[config.mk]
export PLATFORM = sky130hd
export DESIGN_NAME = pdt_timer
export DESIGN_NICKNAME = d
export VERILOG_FILES = /design/src/logic/pdt_pkg.sv /design/src/logic/pdt_timer.sv
export SDC_FILE = /design/constraint.sdc
export NUM_CORES = 1
export LEC_CHECK = 0
export BUFFER_PORTS_ARGS = -buffer_cell sky130_fd_sc_hd__buf_2
export CAP_MARGIN = 20
export CORE_AREA = 2 2 68 70
export CTS_CLUSTER_DIAMETER = 150
export CTS_CLUSTER_SIZE = 16
export DETAILED_ROUTE_END_ITERATION = 8
export DIE_AREA = 0 0 70 72
export PLACE_DENSITY = 0.81
export SYNTH_ARGS = -nofsm -noshare
export SYNTH_HDL_FRONTEND = slang
export SYNTH_SLANG_ARGS = --single-unit
[constraint.sdc]
create_clock -name clk_i -period 6.1 [get_ports clk_i]
set_clock_uncertainty 0.1 [all_clocks]
set_input_delay 0.305 -clock clk_i [delete_from_list [all_inputs] [get_ports clk_i]]
set_output_delay 0.305 -clock clk_i [all_outputs]
set_load 0.01 [all_outputs]
[src/logic/pdt_pkg.sv]
// Constants and register map of the prescaled down timer
// Behaviour
// - The prescaler advances on a strobe made from the internal clock divided by twelve.
// - A prescaler at zero reloads with 7Fh and keeps counting down.
// - Software can read the live 7-bit prescaler value in its own register.
// - The counter decrements once per tick from the selected prescaler tap.
// - A counter at zero reloads with 0FFh on the next tick.
// - Software can read the live count and overwrite it at any time outside stop mode.
// - The tap select field picks one of eight taps, dividing by two to its value.
// - With the run bit clear the counter holds and the prescaler is forced to 7Fh.
// - Reset sets the counter to 0FFh and the prescaler to 7Fh.
// - With the run bit set software may write any value up to 7Fh to the prescaler.
// - A decrement to zero sets the zero flag and, if enabled, raises an interrupt.
// - Writing 00h to the counter or a one to status bit 7 also sets the zero flag.
// - A counter write in the cycle of a decrement to zero wins; the decrement sets no flag.
// - In wait mode the timer runs on and a zero interrupt requests a wake-up.
// - In stop mode all timer state is held and the zero event gives no wake-up.
`default_nettype none
package pdt_pkg;
   // ----------------------------------------
   // Register offsets
   // ----------------------------------------
   localparam logic [1:0] ADDR_STATUS_CONTROL = 2'h0;
   localparam logic [1:0] ADDR_COUNTER        = 2'h1;
   localparam logic [1:0] ADDR_PRESCALER      = 2'h2;
   localparam logic [1:0] ADDR_IRQ_MASK       = 2'h3;
   // ----------------------------------------
   // Status/control fields
   // ----------------------------------------
   localparam int unsigned BIT_ZERO_FLAG = 7;
   localparam int unsigned BIT_IRQ_EN    = 6;
   localparam int unsigned BIT_RUN       = 3;
   localparam int unsigned TAP_LSB       = 0;
   localparam int unsigned TAP_W         = 3;
   // ----------------------------------------
   // Reset and reload values, timing
   // ----------------------------------------
   localparam logic [7:0] COUNTER_RELOAD   = 8'hFF;
   localparam logic [6:0] PRESCALER_RELOAD = 7'h7F;
   localparam logic [7:0] CTRL_RESET       = 8'h00;
   localparam logic [7:0] ZERO_BYTE        = 8'h00;
   localparam int unsigned FINT_DIVIDE     = 12;
   localparam logic [3:0] DIV_LAST         = 4'(FINT_DIVIDE - 1);
endpackage
`default_nettype wire

[src/logic/pdt_timer.sv]
// Prescaled 8-bit down timer with register port and interrupt
`default_nettype none
module pdt_timer
   import pdt_pkg::*;
(
   input  wire logic       clk_i,
   input  wire logic       reset_i,
   input  wire logic       clk_en_i,
   input  wire logic       stop_mode_i,
   input  wire logic       wait_mode_i,
   input  wire logic [1:0] addr_i,
   input  wire logic [7:0] wdata_i,
   input  wire logic       wr_i,
   input  wire logic       rd_i,
   output logic      [7:0] rdata_o,
   output logic            irq_o,
   output logic            wake_o
);
   // ----------------------------------------
   // Global advance condition
   // ----------------------------------------
   // Stop freezes all timer state, register writes included; reads still answer
   logic       adv;
   logic [3:0] div_q;
   logic [6:0] pre_q;
   logic [7:0] cnt_q;
   logic [7:0] ctrl_q;
   logic [7:0] mask_q;
   logic       div_tick;
   logic       pre_tick;
   logic       cnt_tick;
   logic       run;
   logic [2:0] tap;
   logic       wr_ctrl;
   logic       wr_cnt;
   logic       wr_pre;
   logic       wr_mask;
   logic       zero_evt;
   logic       zero_set;
   logic [7:0] pre_prev;
   logic [7:0] pre_fall;

   assign adv      = clk_en_i && !stop_mode_i;
   assign run      = ctrl_q[BIT_RUN];
   assign tap      = ctrl_q[TAP_LSB +: TAP_W];
   assign wr_ctrl  = adv && wr_i && addr_i == ADDR_STATUS_CONTROL;
   assign wr_cnt   = adv && wr_i && addr_i == ADDR_COUNTER;
   assign wr_pre   = adv && wr_i && addr_i == ADDR_PRESCALER;
   assign wr_mask  = adv && wr_i && addr_i == ADDR_IRQ_MASK;

   // ----------------------------------------
   // Divide by twelve strobe
   // ----------------------------------------
   assign div_tick = adv && run && div_q == DIV_LAST;

   always_ff @(posedge clk_i or posedge reset_i) begin
      if (reset_i) begin
         div_q <= 4'h0;
      end else if (adv) begin
         if (!run || div_q == DIV_LAST) begin
            div_q <= 4'h0;
         end else begin
            div_q <= div_q + 4'h1;
         end
      end
   end

   // ----------------------------------------
   // Prescaler and tap select
   // ----------------------------------------
   // Tap n ticks every 2^n prescaler steps, at each borrow out of the low n bits
   assign pre_tick = div_tick;
   assign pre_prev = {1'b0, pre_q};

   genvar g;
   generate
      for (g = 0; g < 8; g++) begin : g_tap
         if (g == 0) begin : g_direct
            assign pre_fall[g] = pre_tick;
         end else begin : g_bit
            // Borrow out of the low g bits means 2^g steps elapsed
            assign pre_fall[g] = pre_tick && pre_prev[g-1:0] == '0;
         end
      end
   endgenerate

   assign cnt_tick = pre_fall[tap];

   always_ff @(posedge clk_i or posedge reset_i) begin
      if (reset_i) begin
         pre_q <= PRESCALER_RELOAD;
      end else if (adv) begin
         if (!run) begin
            pre_q <= PRESCALER_RELOAD;
         end else if (wr_pre) begin
            pre_q <= wdata_i[6:0];
         end else if (pre_tick) begin
            if (pre_q == 7'h00) begin
               pre_q <= PRESCALER_RELOAD;
            end else begin
               pre_q <= pre_q - 7'h01;
            end
         end
      end
   end

   // ----------------------------------------
   // Counter
   // ----------------------------------------
   always_ff @(posedge clk_i or posedge reset_i) begin
      if (reset_i) begin
         cnt_q <= COUNTER_RELOAD;
      end else if (adv) begin
         if (wr_cnt) begin
            cnt_q <= wdata_i;
         end else if (run && cnt_tick) begin
            if (cnt_q == ZERO_BYTE) begin
               cnt_q <= COUNTER_RELOAD;
            end else begin
               cnt_q <= cnt_q - 8'h01;
            end
         end
      end
   end

   // ----------------------------------------
   // Zero flag and control
   // ----------------------------------------
   // Write beats a same-cycle decrement in both the flag and the count
   assign zero_evt = run && cnt_tick && !wr_cnt
                     && cnt_q == 8'h01;
   assign zero_set = zero_evt
                     || (wr_cnt && wdata_i == ZERO_BYTE)
                     || (wr_ctrl && wdata_i[BIT_ZERO_FLAG]);

   always_ff @(posedge clk_i or posedge reset_i) begin
      if (reset_i) begin
         ctrl_q <= CTRL_RESET;
      end else if (adv) begin
         if (wr_ctrl) begin
            ctrl_q <= wdata_i;
         end
         // Set beats a clear written in the same cycle
         if (zero_set) begin
            ctrl_q[BIT_ZERO_FLAG] <= 1'b1;
         end
      end
   end

   always_ff @(posedge clk_i or posedge reset_i) begin
      if (reset_i) begin
         mask_q <= CTRL_RESET;
      end else if (wr_mask) begin
         mask_q <= wdata_i;
      end
   end

   // ----------------------------------------
   // Interrupt and wake outputs
   // ----------------------------------------
   // Mask register shares the status layout; only the zero bit matters
   always_ff @(posedge clk_i or posedge reset_i) begin
      if (reset_i) begin
         irq_o <= 1'b0;
      end else if (clk_en_i) begin
         irq_o <= ctrl_q[BIT_ZERO_FLAG] && ctrl_q[BIT_IRQ_EN]
                  && mask_q[BIT_ZERO_FLAG];
      end
   end

   always_ff @(posedge clk_i or posedge reset_i) begin
      if (reset_i) begin
         wake_o <= 1'b0;
      end else if (clk_en_i) begin
         wake_o <= wait_mode_i && !stop_mode_i && ctrl_q[BIT_ZERO_FLAG]
                   && ctrl_q[BIT_IRQ_EN];
      end
   end

   // ----------------------------------------
   // Read port
   // ----------------------------------------
   always_ff @(posedge clk_i or posedge reset_i) begin
      if (reset_i) begin
         rdata_o <= 8'h00;
      end else if (clk_en_i) begin
         if (rd_i) begin
            unique case (addr_i)
               ADDR_STATUS_CONTROL: rdata_o <= ctrl_q;
               ADDR_COUNTER:        rdata_o <= cnt_q;
               ADDR_PRESCALER:      rdata_o <= {1'b0, pre_q};
               ADDR_IRQ_MASK:       rdata_o <= mask_q;
            endcase
         end else begin
            rdata_o <= 8'h00;
         end
      end
   end

   // ----------------------------------------
   // Checks: divider and prescaler
   // ----------------------------------------
   // Eleven quiet cycles after a strobe rule out a period below twelve
   AST_DIV_TWELVE: assert property (
      @(posedge clk_i) disable iff (reset_i)
      div_tick |=> !div_tick [*8] ##1 !div_tick ##1 !div_tick ##1 !div_tick)
      else $error("Prescaler strobe faster than divide by twelve");

   AST_DIV_HOLD: assert property (
      @(posedge clk_i) disable iff (reset_i)
      (adv && !run) |=> div_q == 4'h0)
      else $error("Divider not restarted while stopped");

   AST_PRE_STEP: assert property (
      @(posedge clk_i) disable iff (reset_i)
      (adv && run && !wr_pre && pre_tick && pre_q != 7'h00)
         |=> pre_q == $past(pre_q) - 7'h01)
      else $error("Prescaler did not step down");

   AST_PRE_IDLE: assert property (
      @(posedge clk_i) disable iff (reset_i)
      (adv && run && !wr_pre && !pre_tick) |=> $stable(pre_q))
      else $error("Prescaler moved without strobe");

   AST_PRE_RELOAD: assert property (
      @(posedge clk_i) disable iff (reset_i)
      (adv && run && !wr_pre && pre_tick && pre_q == 7'h00)
         |=> pre_q == PRESCALER_RELOAD)
      else $error("Prescaler did not reload at zero");

   AST_PRE_WRITE: assert property (
      @(posedge clk_i) disable iff (reset_i)
      (run && wr_pre) |=> pre_q == $past(wdata_i[6:0]))
      else $error("Prescaler write lost");

   AST_TAP_TICK: assert property (
      @(posedge clk_i) disable iff (reset_i)
      cnt_tick |-> pre_tick)
      else $error("Counter tick without prescaler step");

   AST_TAP_DIRECT: assert property (
      @(posedge clk_i) disable iff (reset_i)
      (tap == 3'h0 && pre_tick) |-> cnt_tick)
      else $error("Tap zero missed a prescaler step");

   // ----------------------------------------
   // Checks: counter
   // ----------------------------------------
   // Stopped timer must neither count nor strobe
   AST_STOPPED_NO_TICK: assert property (
      @(posedge clk_i) disable iff (reset_i)
      !run |-> !div_tick && !cnt_tick)
      else $error("Tick while run bit clear");

   AST_FROZEN: assert property (
      @(posedge clk_i) disable iff (reset_i)
      (adv && !run && !wr_cnt) |=> $stable(cnt_q) && pre_q == PRESCALER_RELOAD)
      else $error("Timer moved while stopped");

   AST_CNT_STEP: assert property (
      @(posedge clk_i) disable iff (reset_i)
      (adv && run && !wr_cnt && cnt_tick && cnt_q != 8'h00)
         |=> cnt_q == $past(cnt_q) - 8'h01)
      else $error("Counter did not step down");

   AST_CNT_IDLE: assert property (
      @(posedge clk_i) disable iff (reset_i)
      (adv && !wr_cnt && !cnt_tick) |=> $stable(cnt_q))
      else $error("Counter moved without tick");

   AST_CNT_RELOAD: assert property (
      @(posedge clk_i) disable iff (reset_i)
      (adv && run && !wr_cnt && cnt_tick && cnt_q == 8'h00)
         |=> cnt_q == COUNTER_RELOAD)
      else $error("Counter did not reload at zero");

   AST_CNT_WRITE: assert property (
      @(posedge clk_i) disable iff (reset_i)
      wr_cnt |=> cnt_q == $past(wdata_i))
      else $error("Counter write lost");

   AST_WR_BEATS_ZERO: assert property (
      @(posedge clk_i) disable iff (reset_i)
      (wr_cnt && run && cnt_tick && cnt_q == 8'h01 && wdata_i != ZERO_BYTE)
         |=> ctrl_q[BIT_ZERO_FLAG] == $past(ctrl_q[BIT_ZERO_FLAG]))
      else $error("Flag set although a write met the zero step");

   // ----------------------------------------
   // Checks: zero flag and interrupt
   // ----------------------------------------
   AST_ZERO_SET: assert property (
      @(posedge clk_i) disable iff (reset_i)
      zero_evt |=> cnt_q == 8'h00 && ctrl_q[BIT_ZERO_FLAG])
      else $error("Zero reached without flag");

   AST_WR_ZERO: assert property (
      @(posedge clk_i) disable iff (reset_i)
      (wr_cnt && wdata_i == ZERO_BYTE) |=> ctrl_q[BIT_ZERO_FLAG])
      else $error("Writing zero did not set flag");

   AST_CTRL_ZERO: assert property (
      @(posedge clk_i) disable iff (reset_i)
      (wr_ctrl && wdata_i[BIT_ZERO_FLAG]) |=> ctrl_q[BIT_ZERO_FLAG])
      else $error("Status bit seven write did not set flag");

   // Only software may drop the flag, else the request would vanish
   AST_FLAG_STICKY: assert property (
      @(posedge clk_i) disable iff (reset_i)
      (ctrl_q[BIT_ZERO_FLAG] && !wr_ctrl) |=> ctrl_q[BIT_ZERO_FLAG])
      else $error("Zero flag cleared by hardware");

   AST_CTRL_WRITE: assert property (
      @(posedge clk_i) disable iff (reset_i)
      wr_ctrl |=> ctrl_q[6:0] == $past(wdata_i[6:0]))
      else $error("Status write lost");

   AST_MASK_WRITE: assert property (
      @(posedge clk_i) disable iff (reset_i)
      wr_mask |=> mask_q == $past(wdata_i))
      else $error("Mask write lost");

   AST_IRQ: assert property (
      @(posedge clk_i) disable iff (reset_i)
      (clk_en_i && ctrl_q[BIT_ZERO_FLAG] && ctrl_q[BIT_IRQ_EN]
         && mask_q[BIT_ZERO_FLAG]) |=> irq_o)
      else $error("Interrupt not raised");

   AST_IRQ_LOW: assert property (
      @(posedge clk_i) disable iff (reset_i)
      (clk_en_i && !(ctrl_q[BIT_ZERO_FLAG] && ctrl_q[BIT_IRQ_EN]
         && mask_q[BIT_ZERO_FLAG])) |=> !irq_o)
      else $error("Interrupt raised without cause");

   AST_WAKE: assert property (
      @(posedge clk_i) disable iff (reset_i)
      (clk_en_i && wait_mode_i && !stop_mode_i && ctrl_q[BIT_ZERO_FLAG]
         && ctrl_q[BIT_IRQ_EN]) |=> wake_o)
      else $error("No wake-up from wait mode");

   AST_WAKE_STOP: assert property (
      @(posedge clk_i) disable iff (reset_i)
      (clk_en_i && stop_mode_i) |=> !wake_o)
      else $error("Wake-up raised in stop mode");

   AST_STOP_HOLD: assert property (
      @(posedge clk_i) disable iff (reset_i)
      stop_mode_i |=> $stable(cnt_q) && $stable(pre_q) && $stable(ctrl_q)
         && $stable(mask_q) && $stable(div_q))
      else $error("State changed in stop mode");

   // ----------------------------------------
   // Checks: read port and clock enable
   // ----------------------------------------
   // A low enable must freeze outputs too, not only the counters
   AST_CLK_EN_HOLD: assert property (
      @(posedge clk_i) disable iff (reset_i)
      !clk_en_i |=> $stable(cnt_q) && $stable(pre_q) && $stable(ctrl_q)
         && $stable(mask_q) && $stable(div_q) && $stable(rdata_o)
         && $stable(irq_o) && $stable(wake_o))
      else $error("State changed with clock enable low");

   AST_RDATA_IDLE: assert property (
      @(posedge clk_i) disable iff (reset_i)
      (clk_en_i && !rd_i) |=> rdata_o == 8'h00)
      else $error("Read data outside a read");

   AST_READ_CNT: assert property (
      @(posedge clk_i) disable iff (reset_i)
      (clk_en_i && rd_i && addr_i == ADDR_COUNTER) |=> rdata_o == $past(cnt_q))
      else $error("Counter read wrong");

   AST_READ_PRE: assert property (
      @(posedge clk_i) disable iff (reset_i)
      (clk_en_i && rd_i && addr_i == ADDR_PRESCALER)
         |=> rdata_o == {1'b0, $past(pre_q)})
      else $error("Prescaler read wrong");

   AST_READ_CTRL: assert property (
      @(posedge clk_i) disable iff (reset_i)
      (clk_en_i && rd_i && addr_i == ADDR_STATUS_CONTROL)
         |=> rdata_o == $past(ctrl_q))
      else $error("Status read wrong");

   AST_READ_MASK: assert property (
      @(posedge clk_i) disable iff (reset_i)
      (clk_en_i && rd_i && addr_i == ADDR_IRQ_MASK)
         |=> rdata_o == $past(mask_q))
      else $error("Mask read wrong");
endmodule
`default_nettype wire

Word-level counts from Yosys, hierarchy flattened
Index checks and enable logic that the tools add are counted.

operators by class
  add/subtract/negate cells = 3
  magnitude comparators = 1
  equality and inequality tests = 6
  multiplexer cells = 14
  bitwise logic cells = 1
  reduce and logical (&&, ||, !) cells = 46

operators by type and width
  cell                                                                   number
  8-bit two-way mux                                                      5
  8-bit one-hot mux with 4 select lines                                  1
  7-bit two-way mux                                                      4
  1-bit logical AND                                                      25
  8-bit zero test                                                        2
  8-bit by 1-bit equality test with 1-bit output, second input constant  1
  2-bit AND reduction                                                    4
  8-bit by 1-bit subtractor with 8-bit output, second input constant     1
  7-bit zero test                                                        1
  7-bit by 1-bit subtractor with 7-bit output, second input constant     1
  6-bit zero test                                                        1
  5-bit zero test                                                        1
  4-bit by 1-bit adder with 4-bit output, second input constant          1
  2-bit equality test, second input constant                             2
  4-bit equality test, second input constant                             1
  2-bit zero test                                                        2
  4-bit zero test                                                        1
  3-bit by 4-bit < comparator with 1-bit output, second input constant   1
  4-bit two-way mux                                                      1
  2-bit nonzero test                                                     2
  1-bit binary-select mux with 3-bit select                              1
  1-bit zero test                                                        3
  3-bit zero test                                                        1
  1-bit logical OR                                                       3
  other kinds (4)                                                        5

word-level totals
  bits in registers = 45

Depth between registers and ports, before layout
  word-level depth = 14
  gate-level depth with buffers = 8
  mapped depth without buffers = 7

Worst setup path before layout
Ideal clock, no wire load.

  path type = reg-to-reg
  start = register pre_q[0]
  end = register pre_q[5]
  library setup time = 0.061 ns
  arrival time = 1.839 ns
  required time = 5.939 ns
  path slack = 4.099 ns
  stages on the path, launching flop included = 8
  buffers on the path = 0
  clock period less this slack = 2.001 ns
  path through = dfstp_2 inv_1 ha_1 or3b_1 or4_4 a21o_1 a21oi_2 a221o_1

on the way
  longest elaborated chain between the ends = 5

ends and longest elaborated chain
  item                                                                                   line                               RTL
  from (decl)                                                                            pdt_timer.sv:25                    logic [6:0] pre_q;
  from (signal assigned)                                                                 pdt_timer.sv:96                    pre_q <= wdata_i[6:0];
  from (signal assigned)                                                                 pdt_timer.sv:101                   pre_q <= pre_q - 7'h01;
  7-bit by 1-bit subtractor with 7-bit output / 7-bit zero test (equally long branches)  pdt_timer.sv:101, pdt_timer.sv:98
  7-bit two-way mux (*)                                                                  pdt_timer.sv:98                    if (pre_q == 7'h00) begin
  7-bit two-way mux (*)                                                                  pdt_timer.sv:97                    end else if (pre_tick) begin
  7-bit two-way mux (*)                                                                  pdt_timer.sv:95                    end else if (wr_pre) begin
  7-bit two-way mux (*)                                                                  pdt_timer.sv:93                    if (!run) begin

Every way passes the cells marked *; elsewhere a longest branch is shown, timed or not. The select of a mux whose other input is x is not followed.
A chain may end at the register's enable or synchronous reset.

Final worst setup path
  start = register pre_q[0]
  end = register pre_q[4]

Same word-level chain as after synthesis.

==> results_tabular.tex <==
\begin{tabular}{lr}
\hline
Metric & Value \\
\hline
\multicolumn{2}{l}{\textbf{Die}} \\
DIE AREA & 5040 um\^{}2 \\
DIE WIDTH & roughly 70 um \\
Starting utilization of the core area & between 60 and 70\% \\
Site row count & 24 \\
Die Y-Extent & 72 um \\
IO Count & 27 \\
Area of the placeable core & $\sim$4300 um\^{}2 \\
\multicolumn{2}{l}{\textbf{Logic synthesis}} \\
Synth async-reset ratio & 100.0\% \\
Synth cell types & 53 \\
Number of flops mapped to enable cells by yosys & 0 \\
Average instance area after synthesis & 9.990 um\^{}2 \\
Prevailing post-synth register cell & dfrtp\_1 \\
Count of mapped cells out of synthesis & 259 \\
Dominant combinational cell family by area after synthesis & compound AO/OA/AOI/OAI gates \\
Mapped Area & $\sim$2600 um\^{}2 \\
Number of synthesized register bits & 45 \\
Post-synthesis share of cell area spent on xor and xnor gates & 0\% \\
Synthesized Nets & about 280 \\
Fraction of the mapped netlist area in compound gates & 17.55\% \\
Mux cell area share after synthesis & 13.15\% \\
Total of warnings raised by yosys & 0 \\
Area share of and/or/nand/nor cells after synthesis & 17.36\% \\
Share of the yosys chip area belonging to registers & 44.25\% \\
Post-synthesis share of cell area spent on full adders, half adders and majority gates & 2.901\% \\
\multicolumn{2}{l}{\textbf{Global routing}} \\
Gr usage total & 26.59\% \\
Initial antenna violation count & 0 \\
Largest net degree at the start of global routing & 46 \\
Via count of the first global-routing pass & 2,052 \\
First-pass GRT wire length & 10,370 um \\
Overflow left after global routing & 0 \\
\multicolumn{2}{l}{\textbf{Power}} \\
VDD IR-drop max & 0.2028 mV \\
Cell leakage power & 1.227 nW \\
Power Total & 982.1 uW \\
Ratio of total power to cell area & 344.1 nW/um\^{}2 \\
\multicolumn{2}{l}{\textbf{Setup path}} \\
Internal reg-to-reg setup slack & 3.95 ns \\
Crit path max-delay cell type & or4\_4 \\
Launching instance or port of the critical path & pre\_q[0] \\
Cells along the critical path & inv\_1 > ha\_1 > or3b\_1 > or4\_4 > and3\_2 > o21a\_1 > o21ai\_1 \\
Maximum fanout count along the critical path & 5 \\
Worst path max stage delay & 0.44 ns \\
CP Capture Point & pre\_q[4] \\
Worst-case reg-to-reg path depth & 7 \\
Category of the critical setup timing path & reg2reg \\
Worst Setup End Kind & flop \\
Reg2Reg Capture Point & pre\_q[4] \\
Required time at the endpoint of the critical path & 6.23 ns \\
Arrival time at the worst endpoint & 2.28 ns \\
Critical register-to-register path startpoint & pre\_q[0] \\
Startpoint kind of the worst setup timing path & flop \\
\multicolumn{2}{l}{\textbf{Clock tree}} \\
Clock buffer count from CTS & 5 \\
CTS H-Tree Depth & 2 \\
TritonCTS clock tree & built \\
Clock root buffer master & clkbuf\_8 \\
Clock-pin slew of the registers on the worst-case setup and hold paths & 0.09 ns \\
Maximum number of buffers from clock root to sink & 2 \\
Buffers inserted during post-CTS setup optimization & 0 \\
Post-cts resize count & 0 \\
Later-pin clock latency in the skew report & 0.30 ns \\
Number of hold buffers added after CTS & 0 \\
Number of sinks on the clock net & 45 \\
\multicolumn{2}{l}{\textbf{Route}} \\
Number of nets with antenna violations after routing & 0 \\
Post-Route WL & 6096 um \\
DRC violations left & 0 \\
Total vias in the final route & roughly 2,100 \\
Highest routing layer actually used & met4 \\
Via-per-instance ratio & 6.290 \\
DR WL/cell & about 18 um \\
Metal2 WL & slightly above 3000 um \\
Metal1 wirelength & 2613 um \\
Count of routing violations after the opening detailed-route iteration & 127 \\
Metal3 WL & 344 um \\
Number of iterations in the first detailed-routing pass & 4 \\
\multicolumn{2}{l}{\textbf{STA}} \\
Total setup violations reported at the end of the flow & 0 \\
Max-Slew Margin vs Limit & 43.31\% \\
Crit share post-route & 35.23\% \\
Accumulated negative setup slack & 0 ns \\
Final number of hold-violating endpoints & 0 \\
Highest Clock Rate & 465.4 MHz \\
Least-Margin Pin Slew & 0.8473 ns \\
Unrepaired setup endpoints after global routing & false \\
Period minus WS final & $\sim$2.1 ns \\
Slew Viols, Final & 0 \\
\multicolumn{2}{l}{\textbf{Hold path}} \\
Class of the most critical hold timing path & in2async \\
\multicolumn{2}{l}{\textbf{Finish}} \\
Final Core Density & 66.93\% \\
Ratio of cells with drive above 1 in the final layout & 26.95\% \\
Antenna fix cells & 0 \\
Final-layout fill cell count & $\sim$350 \\
Number of nets in the finished design & $\sim$300 \\
Layout overhead on the synthesized area & 10.30\% \\
Non-filler instance count after layout & 334 \\
Finished Cell Area & between 2000 and 3000 um\^{}2 \\
\multicolumn{2}{l}{\textbf{Placed design}} \\
HPWL reported at the end of detailed placement & 4393 um \\
Post-Place Cells & 326 \\
IO Port Bufs & 26 \\
GPL Wtd Cong & 0.9353 \\
Cell Area, Placed & $\sim$2700 um\^{}2 \\
\multicolumn{2}{l}{\textbf{Outcome}} \\
Outcome & complete, no violations \\
\multicolumn{2}{l}{\textbf{Run}} \\
Max-cap viol count & 0 \\
\hline
\end{tabular}
-- how the worst min path moves through the flow --
stage / from / end / slack [ns] / depth (start not counted)
floorplan: wdata_i[4] / cnt_q[4] / 0.31 / 2
global placement: reset_i / div_q[3] / 0.36 / 3
detailed placement: reset_i / div_q[3] / 0.37 / 3
CTS: reset_i / ctrl_q[2] / 0.04 / 3
global route: reset_i / ctrl_q[2] / 0.08 / 3
finish: reset_i / ctrl_q[2] / 0.02 / 3
-- synth_stat cells, drive strengths merged, types with 6 or more instances --
| cell | number | area, um^2 |
|---|---|---|
| mux4 | 7 | 161.4 |
| a21oi | 7 | 38.79 |
| clkbuf | 7 | 27.52 |
| o21ai | 28 | 140.1 |
| nand2 | 18 | 67.56 |
| nor3 | 11 | 60.06 |
| inv | 19 | 71.32 |
| nor2 | 12 | 45.04 |
| mux2 | 15 | 168.9 |
| nand3 | 16 | 80.08 |
| ha | 6 | 75.07 |
| dfstp | 15 | 394.1 |
| dfrtp | 30 | 750.7 |
-- worst max-delay path: cells and delay by family (launching register included) --
kind	cells	cell delay (ns)
adders and majority gates	1	0.18
AOI/OAI and AO/OA	2	0.22
and+or+nand+nor	3	1.06
buffers and inverters	1	0.12
DFF	1	0.39
-- report_power, final --
group	internal (mW)	switching [mW]
sequential	0.400	0.0963
clock	0.134	0.0997
combinational	0.128	0.125
total	0.661	0.321
-- cell families (layout without fill, tap and decap cells) --
family,count (synthesis),in the layout
compound gates,69,69
fa+ha+maj,6,6
buf+inv,31,54
flops,45,45
mux,23,23
simple gates,85,85
-- registers in the layout, indices dropped and copies added, names as in the netlist --
signal,flops
cnt_q,8
ctrl_q,8
div_q,4
irq_o,1
mask_q,8
pre_q,7
rdata_o,8
wake_o,1
-- layout make-up --
| class | instances | area (um^2) | share of cell area [%] |
|---|---|---|---|
| clock buffers | 7 | 86.33 | 3.025 |
| clock inverters | 1 | 30.03 | 1.052 |
| inverters | 19 | 71.32 | 2.499 |
| multi-input cells | 183 | 1319 | 46.21 |
| flip-flops and latches | 45 | 1145 | 40.11 |
| well taps | 52 | 65.06 | 2.280 |
| repair buffers | 27 | 137.6 | 4.822 |
-- placed cells by master (no fill, tap or decap), types with 2 or more instances in the layout --
| master | instances |
|---|---|
| nand3b_1 | 2 |
| clkbuf_8 | 6 |
| a22o_1 | 3 |
| inv_1 | 18 |
| o21ai_0 | 27 |
| a211o_1 | 2 |
| o21a_1 | 3 |
| o21bai_1 | 3 |
| nor2_1 | 12 |
| nor4_1 | 5 |
| a41oi_1 | 2 |
| a21o_1 | 4 |
| buf_2 | 26 |
| nand2_1 | 18 |
| and3_1 | 2 |
| dfstp_2 | 15 |
| a21oi_1 | 6 |
| nor3_1 | 10 |
| mux4_2 | 6 |
| nand2b_1 | 2 |
| nand4_1 | 5 |
| mux2_2 | 15 |
| nand3_1 | 16 |
| o41ai_1 | 2 |
| ha_1 | 6 |
| a31oi_1 | 4 |
| and3b_1 | 2 |
| dfrtp_1 | 30 |
| nor2b_1 | 3 |
-- through the flow --
stage	worst slack [ns]	hold slack [ns]
final	3.951	0.01983
after CTS	3.954	0.04033
after global routing	3.830	0.08411
after floorplan	4.099	0.3107
after detailed placement	3.872	0.3705
after global placement	3.896	0.3646
-- metal layers --
layer,vias to the layer above,track usage (%)
li1,1004,-
met1,1016,36.36
met2,72,42.86
met3,9,5.278
met4,0,9.615
met5,-,0
Power figures use the tool's default switching activity.
